File: config.mk
export PLATFORM = sky130hd
export DESIGN_NAME = sot_core
export DESIGN_NICKNAME = d
export VERILOG_FILES = /design/src/hdl/sot_pkg.sv /design/src/hdl/sot_filter.sv /design/src/hdl/sot_core.sv
export SDC_FILE = /design/constraint.sdc
export NUM_CORES = 1
export LEC_CHECK = 0
export ABC_AREA = 0
export ABC_CLOCK_PERIOD_IN_PS = 5850
export CELL_PAD_IN_SITES_DETAIL_PLACEMENT = 1
export CELL_PAD_IN_SITES_GLOBAL_PLACEMENT = 2
export CORE_ASPECT_RATIO = 2
export CORE_MARGIN = 5
export CORE_UTILIZATION = 25
export CTS_CLUSTER_DIAMETER = 60
export DETAILED_ROUTE_END_ITERATION = 10
export DONT_BUFFER_PORTS = 1
export HOLD_SLACK_MARGIN = 0.15
export PLACE_DENSITY = 0.54
export SYNTH_ARGS = -nofsm -noshare
export SYNTH_HDL_FRONTEND = slang
export SYNTH_SLANG_ARGS = --single-unit
File: constraint.sdc
create_clock -name hclk -period 5.85 [get_ports hclk]
set_clock_uncertainty 0.1 [all_clocks]
set_input_delay 1.17 -clock hclk [delete_from_list [all_inputs] [get_ports hclk]]
set_output_delay 1.17 -clock hclk [all_outputs]
set_load 0.02 [all_outputs]
File: src/hdl/sot_pkg.sv
package sot_pkg;

	// ------------------------------------------------------------
	// time base
	// ------------------------------------------------------------
	localparam int unsigned CLK_PERIOD_NS  = 100;                  // hclk period
	localparam int unsigned CLK_PER_US     = 1000 / CLK_PERIOD_NS; // cycles per microsecond

	// ------------------------------------------------------------
	// timing limits
	// ------------------------------------------------------------
	localparam int unsigned FLAG_LAT_MAX_US  = 25;   // fault to output latency
	localparam int unsigned FLAG_LAT_CYC     = FLAG_LAT_MAX_US * CLK_PER_US;
	localparam int unsigned FAST_1X_MAX_NS   = 650;  // fast path, 1x range
	localparam int unsigned FAST_1X_CYC      = FAST_1X_MAX_NS / CLK_PERIOD_NS;
	localparam int unsigned FAST_4X_MAX_NS   = 750;  // fast path, 4x range
	localparam int unsigned FAST_4X_CYC      = FAST_4X_MAX_NS / CLK_PERIOD_NS;
	localparam int unsigned BUS_ACT_MAX_US   = 0;    // bus open after self test

	// ------------------------------------------------------------
	// selectable delays, microseconds; fast filter step, nanoseconds
	// ------------------------------------------------------------
	localparam int unsigned ERRIN_DB_US [4]  = '{10, 25, 50, 100};
	localparam int unsigned FILT_STEP_NS     = 100;  // fast filter step 0.1 us
	localparam int unsigned FILT_STEP_CYC    = FILT_STEP_NS / CLK_PERIOD_NS;

	// ------------------------------------------------------------
	// register map, byte offsets
	// ------------------------------------------------------------
	localparam logic [7:0] OFS_CFG   = 8'h00;  // delay selections
	localparam logic [7:0] OFS_FILT  = 8'h04;  // per-channel fast filter
	localparam logic [7:0] OFS_STAT  = 8'h08;  // sticky events, read clears
	localparam logic [7:0] OFS_MASK  = 8'h0C;  // interrupt enables
	localparam logic [7:0] OFS_STATE = 8'h10;  // live state, read only

	// ------------------------------------------------------------
	// fields and reset values
	// ------------------------------------------------------------
	localparam int unsigned CFG_RSTDLY_LSB = 0;   // 3 bits
	localparam int unsigned CFG_WDODLY_LSB = 4;   // 3 bits
	localparam int unsigned CFG_ESMDB_LSB  = 8;   // 2 bits
	localparam int unsigned FILT_W         = 10;  // bits per channel
	localparam logic [9:0]  FILT_RST       = 10'h3FF; // 102.4 us
	localparam int unsigned EV_UVOV        = 0;
	localparam int unsigned EV_ERRIN       = 1;
	localparam int unsigned EV_WD          = 2;
	localparam int unsigned EV_RDY         = 3;
	localparam int unsigned NUM_EV         = 4;
	localparam logic [3:0]  MASK_RST       = 4'hF;

	// ------------------------------------------------------------
	// types
	// ------------------------------------------------------------
	typedef struct packed {
		logic [2:0] rst_dly;   // reset hold selection
		logic [2:0] wdf_dly;   // watchdog-fault hold selection
		logic [1:0] errin_db;  // error input debounce selection
	} sot_cfg_t;

	localparam sot_cfg_t CFG_RST = '{rst_dly: 3'h0, wdf_dly: 3'h0, errin_db: 2'h0};

	typedef struct packed {
		logic o;    // value driven, always low
		logic oe;   // high while pulling the pin low
	} sot_od_t;

	typedef enum logic [1:0] {
		SOT_PU_LOAD,   // configuration load
		SOT_PU_BIST,   // self test
		SOT_PU_READY   // running
	} sot_pu_t;

endpackage

File: src/hdl/sot_filter.sv
`timescale 1ns/100ps
// ------------------------------------------------------------
// debounce: output rises after input held high len samples
// ------------------------------------------------------------
module sot_filter #(
	parameter int unsigned LEN_W = 11
) (
	// clock and reset
	input  wire logic             hclk,
	input  wire logic             hresetn,
	// level in, length in samples (at least one)
	input  wire logic             din,
	input  wire logic [LEN_W-1:0] len,
	// filtered level
	output logic                  qout
);

	logic [LEN_W-1:0] cnt_ff;   // samples of din high so far
	logic             q_ff;     // filtered level

	// count while high, saturating at len-1; a low sample restarts
	always_ff @(posedge hclk or negedge hresetn) begin
		if (!hresetn) begin
			cnt_ff <= '0;
		end else if (!din) begin
			cnt_ff <= '0;
		end else if (cnt_ff < len - 1'b1) begin
			cnt_ff <= cnt_ff + 1'b1;
		end
	end

	// release is immediate, so a cleared fault never lingers
	always_ff @(posedge hclk or negedge hresetn) begin
		if (!hresetn) begin
			q_ff <= 1'b0;
		end else begin
			q_ff <= din && (cnt_ff >= len - 1'b1);
		end
	end

	assign qout = q_ff;
endmodule

File: src/hdl/sot_core.sv
`timescale 1ns/100ps
module sot_core #(
	parameter int unsigned NUM_CH            = 3,
	parameter int unsigned LOAD_US           = 1000,   // configuration load time
	parameter int unsigned BIST_US           = 10000,  // self test time
	parameter int unsigned READY_BIST_MAX_US = 12000,
	parameter int unsigned READY_NBST_MAX_US = 2000,
	parameter int unsigned RST_DLY_US [8]    = '{200, 1000, 10000, 16000,
		20000, 70000, 100000, 200000},
	parameter int unsigned WDF_DLY_US [8]    = '{1000, 2000, 5000, 10000,
		20000, 50000, 100000, 200000}
) (
	// clock and reset
	input  wire logic              hclk,
	input  wire logic              hresetn,
	// ahb-lite slave
	input  wire logic              hsel,
	input  wire logic [31:0]       haddr,
	input  wire logic [1:0]        htrans,
	input  wire logic              hwrite,
	input  wire logic [2:0]        hsize,
	input  wire logic              hready,
	input  wire logic [31:0]       hwdata,
	output logic                   hreadyout,
	output logic                   hresp,
	output logic [31:0]            hrdata,
	// monitored conditions
	input  wire logic [NUM_CH-1:0] mon_fault,
	input  wire logic              error_signal_input,
	input  wire logic              wd_violation,
	input  wire logic              selftest_on_powerup,
	// open-drain outputs and their sensed levels
	output sot_pkg::sot_od_t       reset_out_n,
	output sot_pkg::sot_od_t       irq_out_n,
	output sot_pkg::sot_od_t       watchdog_fault_out_n,
	input  wire logic              reset_out_n_sense,
	input  wire logic              irq_out_n_sense,
	input  wire logic              watchdog_fault_out_n_sense
);

	// ------------------------------------------------------------
	// helpers
	// ------------------------------------------------------------
	// microseconds to hclk cycles
	function automatic logic [31:0] to_cyc(input int unsigned us);
		return 32'(us * sot_pkg::CLK_PER_US);
	endfunction

	localparam logic [31:0] LOAD_CYC = 32'(LOAD_US * sot_pkg::CLK_PER_US);
	localparam logic [31:0] BIST_CYC = 32'(BIST_US * sot_pkg::CLK_PER_US);
	localparam logic [31:0] RDY_BIST = 32'(READY_BIST_MAX_US * sot_pkg::CLK_PER_US);
	localparam logic [31:0] RDY_NBST = 32'(READY_NBST_MAX_US * sot_pkg::CLK_PER_US);

	// ------------------------------------------------------------
	// state
	// ------------------------------------------------------------
	sot_pkg::sot_pu_t               pu_ff;        // power-up phase
	logic [31:0]                    pu_cnt_ff;    // phase timer
	logic                           bist_sel_ff;  // strap caught at load end
	logic                           ready;        // running
	sot_pkg::sot_cfg_t              cfg_ff;       // delay selections
	logic [NUM_CH*sot_pkg::FILT_W-1:0] filt_ff;   // fast filter codes
	logic [sot_pkg::NUM_EV-1:0]     stat_ff;      // sticky events
	logic [sot_pkg::NUM_EV-1:0]     mask_ff;      // interrupt enables
	logic [sot_pkg::NUM_EV-1:0]     ev;           // event pulses
	logic [NUM_CH-1:0]              ch_flt;       // debounced window faults
	logic                           uvov_flt;     // any window fault
	logic                           errin_flt;    // debounced error input
	logic                           uvov_q_ff;    // edge history
	logic                           errin_q_ff;
	logic                           rdy_q_ff;
	logic [31:0]                    rst_cnt_ff;   // reset hold timer
	logic [31:0]                    wdf_cnt_ff;   // watchdog-fault hold timer
	logic                           rst_on_ff;
	logic                           wdf_on_ff;
	logic                           irq_on_ff;
	// bus
	logic                           pend_ff;      // data phase outstanding
	logic                           wr_ff;
	logic [7:0]                     addr_ff;
	logic                           hready_ff;
	logic [31:0]                    hrdata_ff;
	logic                           do_acc;       // access completes now
	logic                           stat_rd;      // status read, clears

	// ------------------------------------------------------------
	// power-up sequence
	// ------------------------------------------------------------
	assign ready = (pu_ff == sot_pkg::SOT_PU_READY);

	// load, optional self test, then ready
	always_ff @(posedge hclk or negedge hresetn) begin
		if (!hresetn) begin
			pu_ff     <= sot_pkg::SOT_PU_LOAD;
			pu_cnt_ff <= '0;
		end else begin
			case (pu_ff)
				sot_pkg::SOT_PU_LOAD: begin
					if (pu_cnt_ff == LOAD_CYC - 1) begin
						pu_cnt_ff <= '0;
						// strap chooses self test
						pu_ff <= selftest_on_powerup ? sot_pkg::SOT_PU_BIST
							: sot_pkg::SOT_PU_READY;
					end else begin
						pu_cnt_ff <= pu_cnt_ff + 1;
					end
				end
				sot_pkg::SOT_PU_BIST: begin
					if (pu_cnt_ff == BIST_CYC - 1) begin
						pu_ff <= sot_pkg::SOT_PU_READY;
					end else begin
						pu_cnt_ff <= pu_cnt_ff + 1;
					end
				end
				sot_pkg::SOT_PU_READY: begin
					pu_cnt_ff <= pu_cnt_ff;
				end
				default: begin
					pu_ff <= sot_pkg::SOT_PU_LOAD;
				end
			endcase
		end
	end

	// strap is caught by the clock, never by the reset
	always_ff @(posedge hclk or negedge hresetn) begin
		if (!hresetn) begin
			bist_sel_ff <= 1'b1;
		end else if (pu_ff == sot_pkg::SOT_PU_LOAD && pu_cnt_ff == LOAD_CYC - 1) begin
			bist_sel_ff <= selftest_on_powerup;
		end
	end

	// ------------------------------------------------------------
	// fault filters
	// ------------------------------------------------------------
	// one filter per channel, step of 0.1 us per code
	generate
		for (genvar ch = 0; ch < NUM_CH; ch++) begin : g_ch
			sot_filter #(.LEN_W(11)) u_flt (
				.hclk    (hclk),
				.hresetn (hresetn),
				.din     (mon_fault[ch]),
				.len     (11'(filt_ff[ch*sot_pkg::FILT_W +: sot_pkg::FILT_W])
					+ 11'(sot_pkg::FILT_STEP_CYC)),
				.qout    (ch_flt[ch])
			);
		end
	endgenerate

	// error input debounce from the 2-bit code
	sot_filter #(.LEN_W(11)) u_errin (
		.hclk    (hclk),
		.hresetn (hresetn),
		.din     (error_signal_input),
		.len     (11'(to_cyc(sot_pkg::ERRIN_DB_US[cfg_ff.errin_db]))),
		.qout    (errin_flt)
	);

	assign uvov_flt = |ch_flt;

	// ------------------------------------------------------------
	// events and interrupt
	// ------------------------------------------------------------
	always_ff @(posedge hclk or negedge hresetn) begin
		if (!hresetn) begin
			uvov_q_ff <= 1'b0;
			errin_q_ff <= 1'b0;
			rdy_q_ff  <= 1'b0;
		end else begin
			uvov_q_ff <= uvov_flt;
			errin_q_ff <= errin_flt;
			rdy_q_ff  <= ready;
		end
	end

	always_comb begin
		ev                   = '0;
		ev[sot_pkg::EV_UVOV] = uvov_flt & ~uvov_q_ff;
		ev[sot_pkg::EV_ERRIN] = errin_flt & ~errin_q_ff;
		ev[sot_pkg::EV_WD]   = wd_violation & ready;
		ev[sot_pkg::EV_RDY]  = ready & ~rdy_q_ff;
	end

	// sticky; an event in the clearing read's cycle survives it
	always_ff @(posedge hclk or negedge hresetn) begin
		if (!hresetn) begin
			stat_ff <= '0;
		end else begin
			stat_ff <= (stat_ff & ~{sot_pkg::NUM_EV{stat_rd}}) | ev;
		end
	end

	// level interrupt while any enabled bit stands
	always_ff @(posedge hclk or negedge hresetn) begin
		if (!hresetn) begin
			irq_on_ff <= 1'b0;
		end else begin
			irq_on_ff <= |(stat_ff & mask_ff);
		end
	end

	// ------------------------------------------------------------
	// reset and watchdog-fault timers
	// ------------------------------------------------------------
	// asserted while not ready or faulted, then held the selected time
	always_ff @(posedge hclk or negedge hresetn) begin
		if (!hresetn) begin
			rst_on_ff  <= 1'b1;
			rst_cnt_ff <= '0;
		end else if (!ready || uvov_flt || errin_flt) begin
			rst_on_ff  <= 1'b1;
			rst_cnt_ff <= '0;
		end else if (rst_on_ff) begin
			if (rst_cnt_ff >= to_cyc(RST_DLY_US[cfg_ff.rst_dly]) - 1) begin
				rst_on_ff <= 1'b0;
			end else begin
				rst_cnt_ff <= rst_cnt_ff + 1;
			end
		end
	end

	// each violation while ready restarts the selected hold
	always_ff @(posedge hclk or negedge hresetn) begin
		if (!hresetn) begin
			wdf_on_ff  <= 1'b0;
			wdf_cnt_ff <= '0;
		end else if (wd_violation && ready) begin
			wdf_on_ff  <= 1'b1;
			wdf_cnt_ff <= '0;
		end else if (wdf_on_ff) begin
			if (wdf_cnt_ff >= to_cyc(WDF_DLY_US[cfg_ff.wdf_dly]) - 1) begin
				wdf_on_ff <= 1'b0;
			end else begin
				wdf_cnt_ff <= wdf_cnt_ff + 1;
			end
		end
	end

	assign reset_out_n          = '{o: 1'b0, oe: rst_on_ff};
	assign irq_out_n            = '{o: 1'b0, oe: irq_on_ff};
	assign watchdog_fault_out_n = '{o: 1'b0, oe: wdf_on_ff};

	// ------------------------------------------------------------
	// ahb-lite slave
	// ------------------------------------------------------------
	// data phase is stalled until ready, so nothing lands mid self test
	assign do_acc  = pend_ff && ready;
	assign stat_rd = do_acc && !wr_ff && addr_ff == sot_pkg::OFS_STAT;

	always_ff @(posedge hclk or negedge hresetn) begin
		if (!hresetn) begin
			pend_ff   <= 1'b0;
			wr_ff     <= 1'b0;
			addr_ff   <= '0;
			hready_ff <= 1'b1;
		end else if (hsel && htrans[1] && hready) begin
			pend_ff   <= 1'b1;
			wr_ff     <= hwrite;
			addr_ff   <= haddr[7:0];
			hready_ff <= 1'b0;
		end else if (do_acc) begin
			pend_ff   <= 1'b0;
			hready_ff <= 1'b1;
		end
	end

	// software-written registers
	always_ff @(posedge hclk or negedge hresetn) begin
		if (!hresetn) begin
			cfg_ff  <= sot_pkg::CFG_RST;
			filt_ff <= {NUM_CH{sot_pkg::FILT_RST}};
			mask_ff <= sot_pkg::MASK_RST;
		end else if (do_acc && wr_ff) begin
			case (addr_ff)
				sot_pkg::OFS_CFG: begin
					cfg_ff.rst_dly <= hwdata[sot_pkg::CFG_RSTDLY_LSB +: 3];
					cfg_ff.wdf_dly  <= hwdata[sot_pkg::CFG_WDODLY_LSB +: 3];
					cfg_ff.errin_db <= hwdata[sot_pkg::CFG_ESMDB_LSB +: 2];
				end
				sot_pkg::OFS_FILT: filt_ff <= hwdata[NUM_CH*sot_pkg::FILT_W-1:0];
				sot_pkg::OFS_MASK: mask_ff <= hwdata[sot_pkg::NUM_EV-1:0];
				default: begin
					// read-only or unmapped: ignored
				end
			endcase
		end
	end

	// read data; unmapped reads as zero
	always_ff @(posedge hclk or negedge hresetn) begin
		if (!hresetn) begin
			hrdata_ff <= '0;
		end else if (do_acc && !wr_ff) begin
			hrdata_ff <= '0;
			case (addr_ff)
				sot_pkg::OFS_CFG: begin
					hrdata_ff[sot_pkg::CFG_RSTDLY_LSB +: 3] <= cfg_ff.rst_dly;
					hrdata_ff[sot_pkg::CFG_WDODLY_LSB +: 3] <= cfg_ff.wdf_dly;
					hrdata_ff[sot_pkg::CFG_ESMDB_LSB +: 2]  <= cfg_ff.errin_db;
				end
				sot_pkg::OFS_FILT:  hrdata_ff[NUM_CH*sot_pkg::FILT_W-1:0] <= filt_ff;
				sot_pkg::OFS_STAT:  hrdata_ff[sot_pkg::NUM_EV-1:0] <= stat_ff;
				sot_pkg::OFS_MASK:  hrdata_ff[sot_pkg::NUM_EV-1:0] <= mask_ff;
				sot_pkg::OFS_STATE: hrdata_ff[12:0] <= {bist_sel_ff, ready,
					watchdog_fault_out_n_sense, irq_out_n_sense, reset_out_n_sense,
					errin_flt, 4'(ch_flt), 3'(pu_ff)};
				default: hrdata_ff <= '0;
			endcase
		end
	end

	assign hreadyout = hready_ff;
	assign hresp     = 1'b0;
	assign hrdata    = hrdata_ff;

	// ------------------------------------------------------------
	// checks
	// ------------------------------------------------------------
	logic [31:0] up_cnt_ff; // cycles since reset release, until ready
	always_ff @(posedge hclk or negedge hresetn) begin
		if (!hresetn) begin
			up_cnt_ff <= '0;
		end else if (!ready) begin
			up_cnt_ff <= up_cnt_ff + 1;
		end
	end
endmodule

Yosys cells after proc, flatten, opt, wreduce, memory -nomap -nowiden:

Memories as Yosys holds them, arrays and structs flattened.
Index checks and enable logic that the tools add are counted.

* register bits after elaboration: 240
* memory bits (read-only): 512
* bits of input ports: 83
* output and inout port bits: 40
* word-level logic and storage cells: 172
* memories: 2

* add/subtract/negate cells: 16
* $mul: 3
* magnitude comparators: 13
* equal/unequal tests: 17
* mux-type cells: 45
* bitwise logic cells: 15
* reductions and logical operators: 31

Memories
* (no name shown): depth 8, width 32, rd ports 1, clocked after memory_dff 0, write ports 0, line sot_core.sv:232 `if (wdf_cnt_ff >= to_cyc(WDF_DLY_US[cfg_ff.wdf_dly]) - 1) begin`
* (no name shown): depth 8, width 32, rd ports 1, clocked after memory_dff 0, write ports 0, line sot_core.sv:215 `if (rst_cnt_ff >= to_cyc(RST_DLY_US[cfg_ff.rst_dly]) - 1) begin`

Operators by type and width (count)
* 2-to-1 mux 32 bit: 14
* adder 32 x 1 -> 32 bit, second input constant: 3
* 2-to-1 mux 11 bit: 8
* binary-select mux 32 bit (select 2 bit): 1
* >= comparator 32 bit: 2
* multiplier 32 x 3 -> 31 bit, second input constant: 2
* case mux 32 bit (2 select lines): 1
* subtractor 32 x 1 -> 32 bit, second input constant: 2
* adder 11 x 1 -> 11 bit, second input constant: 4
* >= comparator 11 bit: 4
* < comparator 11 bit: 4
* subtractor 11 x 1 -> 11 bit, second input constant: 4
* adder 10 x 1 -> 11 bit, second input constant: 3
* equality test 32 x 14 -> 1 bit, second input constant: 1
* equality test 32 x 17 -> 1 bit, second input constant: 1
* multiplier 32 x 3 -> 10 bit, second input constant: 1
* 2-to-1 mux 17 bit: 1
* equality test 8 x 4 -> 1 bit, second input constant: 2
* case mux 3 bit (5 select lines): 1
* logical AND 1 bit: 12
* case mux 2 bit (3 select lines): 2
* AND reduction 2 bit: 6
* 2-to-1 mux 1 bit: 10
* inequality test 2 x 1 -> 1 bit, second input constant: 5
* other kinds (27): 46

Depth between registers and ports, before layout:

* depth after elaboration: 10
* mapped depth: 27
* gate-level depth less buffers: 23

Hierarchy:

Synthesis repeated with hierarchy kept, for this count alone.

* cells, all modules: 1833
* area, all modules: 16819.9 µm²

By module, submodules not included
* sot_core: instances 1, cells each 1353, area an instance 12610.8 µm²
* sot_filter: instances 4, cells each 120, area an instance 1052.3 µm²

Least setup slack after synthesis:

No wires, ideal clock.

* kind: register to register
* from: register cfg_ff[2] (netlist bit)
* to: register wdf_cnt_ff[10]
* arrival: 5.753 ns
* required time: 5.672 ns
* slack: -0.081 ns
* cell stages (with the launch flop): 25
* buffers on the path: 3
* period minus slack after synthesis: 5.931 ns
* path through: dfrtp_1 clkbuf_1 inv_1 ha_1 nor2b_1 ha_1 ha_1 clkbuf_1 a211oi_1 o21bai_1 or2_2 o311ai_2 nand4_1 or4_1 and2_1 ha_1 a21o_1 a21o_1 a21oi_1 o21ai_0 a311oi_4 o21ai_2 buf_6 or4_1 a21oi_1

* cells in the longest elaborated chain, start to end: 9

Ends and longest elaborated chain
* start, declared: line sot_core.sv:61 `sot_pkg::sot_cfg_t cfg_ff;`
* start signal, assigned: line sot_core.sv:271 `cfg_ff <= sot_pkg::CFG_RST;`
* inverter 3 -> 4 bit (implied by the code): line sot_core.sv:232
* memory read (8 x 32 bit)
* 2-to-1 mux 32 bit (implied by the code) (2 in series): line sot_core.sv:232
* multiplier 32 x 3 -> 31 bit: line sot_core.sv:46 `return 32'(us * sot_pkg::CLK_PER_US);`
* subtractor 32 x 1 -> 32 bit: line sot_core.sv:232
* >= comparator 32 bit: line sot_core.sv:232
* inequality test 2 bit (no source line)
* AND reduction 2 bit (no source line)
* end signal, assigned: line sot_core.sv:235 `wdf_cnt_ff <= wdf_cnt_ff + 1;`
* end, declared: line sot_core.sv:73 `logic [31:0] wdf_cnt_ff;`

Every way passes these cells. The select of a mux whose other input is x is not followed.
A chain may end at the register's enable or synchronous reset.

Final worst setup path:

* from: register cfg_ff[3] (netlist bit)
* to: register wdf_cnt_ff[30]

Same word-level chain as after synthesis.

==> metrics.md <==
| Metric | Value |
|---|---|
| Hold Path Class | input port to async pin |
| Cells on worst reg2reg path | 27 |
| CTS sink cnt | 240 |
| Final GP Congestion | 0.7396 |
| First-pass GRT wire length | 79.63 mm |
| CP delay by family, top | compound AO/OA/AOI/OAI gates |
| Final worst path period share | 0.9737 |
| RSZ-0062 raised after global routing | true |
| Layout cells sized above 1 | 0.2360 |
| Pwr dens | 262.0 nW/um^2 |
| Max-slew headroom | 0.2665 |
| Crit path launch | cfg_ff[3] |
| Adder-cell share of the synthesized area | 0.1234 |
| Io pins | about 120 |
| DPL Wire Length | 38.00 mm |
| Post-Route WL | 50.53 mm |
| Max-slew violation count | 0 |
| Critical path depth | 27 |
| Worst vdd ir | 0.0002122 V |
| # DRC | 0 |
| Mapped Cells | 1,660 |
| Lkg Pwr | around 8.6 nW |
| Most frequent cells in the layout | dfrtp_1, buf_4, nand2_1 |
| Max-cap violations | 0 |
| Hold Violations, Final | 0 |
| Global route overflow | 0 |
| Post-synthesis mux area share | 0.05009 |
| Clk root buf | clkbuf_16 |
| Post-synthesis xor/xnor area fraction | 0.05442 |
| Area grow syn2layout | 23.82% |
| Most used DFF post-synth | dfrtp_1 |
| Antenna violation net count after detailed routing | 0 |
| Commonest non-fill, non-tap cell in the layout | dfrtp_1 |
| DR vias/cell | around 5 |
| Simple-gate share of the synthesized area | 0.1905 |
| CORE AREA | 61,980 sq um |
| Setup crit end kind | flop |
| Share of the synthesized area in the top cell type | 0.3254 |
| TritonCTS buffer count | 26 |
| Hold_ws | a little under 0.2 ns |
| Critical R2R Capture | wdf_cnt_ff[30] |
| Largest net degree at the start of global routing | 241 |
| Worst-path clk slew | around 0.07 ns |
| Largest family of logic cells by synthesized area | simple AND/OR/NAND/NOR gates |
| Synthesis-stage register bit count | 240 |
| Register area share after synthesis | 0.3877 |
| CTS tree | done |
| H-tree depth | 1 |
| Warning count from the yosys run | 0 |
| Final setup violation count | 0 |
| Row count | 129 |
| Compound-cell area share of the yosys netlist | 0.1535 |
| Detailed Routing Iterations Pass 1 | 4 |
| GRT Total Usage | 0.1449 |
| R2r setup slk | 0.15 ns |
| Yosys cell types | 80 |
| Die H | ~360 um |
| Placed Cells | 2,532 |
| Die Area | 67,850 sq um |
| Synth area leaders | dfrtp_1, ha_1, dfstp_2 |
| Status | complete, no violations |
| Worst-skew pair later-pin latency | 0.57 ns |
| Mean post-synth cell area | 9.404 sq um |
| Area leader, netlist | dfrtp_1 |
| CP max FO | 4 |
| Worst endpoint required time | 6.24 ns |
| CP peak stage delay | 0.45 ns |
| Hold_buf cts | 0 |
| Crit path buf inv count | 6 |
| Post-synth ARST share | 1.000 |
| Iteration-0 DRC Markers | 377 |
| R2r startpoint | cfg_ff[3] |
| Non-filler cells in the finished layout | 2,612 |
| Post-Syn Area | between 15,000 and 20,000 sq um |
| Vias in the first global route | 14,190 |
| Fin util | 0.3119 |
| CP Class | flop to flop |
| Final nets | 2,040 |
| Die W | about 190 um |
| Longest Clk Path Bufs | 3 |
| DR WL/cell | 19.35 um |
| Top cell by count, worst path | buf_4 |
| Port Buffer Count | 0 |
| CP Launch Type | flop |
| Crit path to | wdf_cnt_ff[30] |
| Tmin final | 5.696 ns |
| Vias | 13,050 |
| CP max stage cell | or4_4 |
| Initial antenna violation count | 5 |
| Starting density of the core | 0.2519 |
| Number of synthesized flops with an enable pin | 0 |
| Worst EP arrival | 6.08 ns |
| Fmax | 175.6 MHz |
| Slew @ Worst Pin | ~1.1 ns |
==> layout make-up <==
cell class	instances	area [sq um]
Multi-Input combinational cell	1279	9617
Clock buffer	38	735.7
Timing Repair Buffer	174	1453
Sequential cell	240	6055
Antenna cell	4	10.01
Fill cell	7157	42650
Inverter	82	310.3
Tap cell	786	983.4
Clock inverter	9	166.4
==> worst min-delay path by stage <==
stage	startpoint	to
2_1_floorplan	u_errin.qout	errin_q_ff
3_3_place_gp	errin_q_ff	stat_ff[1]
3_5_place_dp	errin_q_ff	stat_ff[1]
4_1_cts	hresetn	wdf_cnt_ff[23]
5_1_grt	hresetn	wdf_cnt_ff[18]
6_report	hresetn	wdf_cnt_ff[18]
==> layer usage <==
metal,up-vias,share of wire,GRT usage,wire (um)
li1,6237,-,-,-
met1,6616,0.37,0.1486,18750
met2,148,0.56,0.2938,28530
met3,49,0.043,0.02997,2174
met4,0,0.021,0.03860,1075
met5,-,0,0,0
==> worst reg2reg max path: stages, from the launching register on <==
cell and delay, ns:
dfrtp_1 0.42, buf_6 0.15, ha_4 0.16, or3_4 0.36, nand3_2 0.07, o31ai_2 0.06
ha_1 0.36, a21oi_2 0.23, buf_4 0.16, o311ai_0 0.12, a21oi_1 0.15, buf_4 0.16
mux2i_4 0.24, nand2_2 0.09, buf_4 0.14, or4_4 0.45, and2_4 0.17, ha_4 0.21
a21o_1 0.15, a21o_1 0.16, a21oi_2 0.13, o21ai_2 0.08, a311oi_4 0.21, buf_6 0.16
o2111ai_4 0.20, clkbuf_16 0.23, or3_1 0.36, a21oi_1 0.12
==> cells by family after synthesis <==
| group | count (synthesis) |
|---|---|
| fa+ha+maj | 154 |
| simple gates | 581 |
| buf+inv | 153 |
| compound gates | 362 |
| flops | 240 |
| xor+xnor | 97 |
| other cells | 2 |
| mux | 71 |
==> metrics by stage <==
step	setup WS (ns)	instance area, sq um	power (mW)	setup TNS, ns
6_report	0.1536	19330	5.064	0
5_1_grt	-0.07954	19320	5.375	-0.3911
4_1_cts	0.0005067	18600	5.031	0
3_5_place_dp	-0.6922	17440	3.120	-18.96
3_3_place_gp	-0.5928	17440	3.087	-15.01
2_1_floorplan	0.03678	15650	2.629	0
==> repair_timing <==
item	in CTS	in global routing
gates cloned	1	3
pin swaps	27	67
buffers inserted	6	21
endpoints found under the setup margin	52	54
resized for setup	46	102
==> flip-flops by register name, summed over array words and instances, names as in the netlist, 2 cells and up <==
signal / cells
g_ch.u_flt.qout: 3
wdf_cnt_ff: 32
stat_ff: 4
rst_cnt_ff: 32
addr_ff: 8
pu_cnt_ff: 32
filt_ff: 30
g_ch.u_flt.cnt_ff: 33
cfg_ff: 8
pu_ff: 2
mask_ff: 4
hrdata: 30
u_errin.cnt_ff: 11
==> Yosys cell counts, types with 3 or more instances <==
library cell,count
a22oi_1,5
a31oi_1,10
o21a_1,13
ha_1,154
o21bai_1,5
a21boi_0,11
dfstp_2,37
or4_1,15
nand2b_1,9
and2_1,37
o21ai_1,5
mux2i_1,14
o2111ai_1,3
xor2_1,34
and3_1,24
buf_2,6
or2_2,6
a21o_1,35
o21ai_0,83
and4_1,10
dfrtp_1,203
nor3_1,23
nand3b_1,4
nor3b_1,3
nand2_1,145
nor2b_1,17
or3_1,49
mux2_2,57
a211oi_1,12
nand4_1,35
a21oi_1,90
nor4_1,17
nor2_1,115
xnor2_1,63
inv_1,81
o311ai_0,3
o31ai_1,31
a221oi_1,8
buf_4,9
o22ai_1,7
clkbuf_1,53
nand3_1,61
o211ai_1,9
==> power by group <==
group / internal (mW) / switching [mW] / total [mW]
Combinational: 0.667 / 0.705 / 1.37
Sequential: 1.76 / 0.134 / 1.89
Clock: 1.05 / 0.746 / 1.80
Total: 3.48 / 1.58 / 5.06
Note: power is estimated with default switching activity, not from simulation.
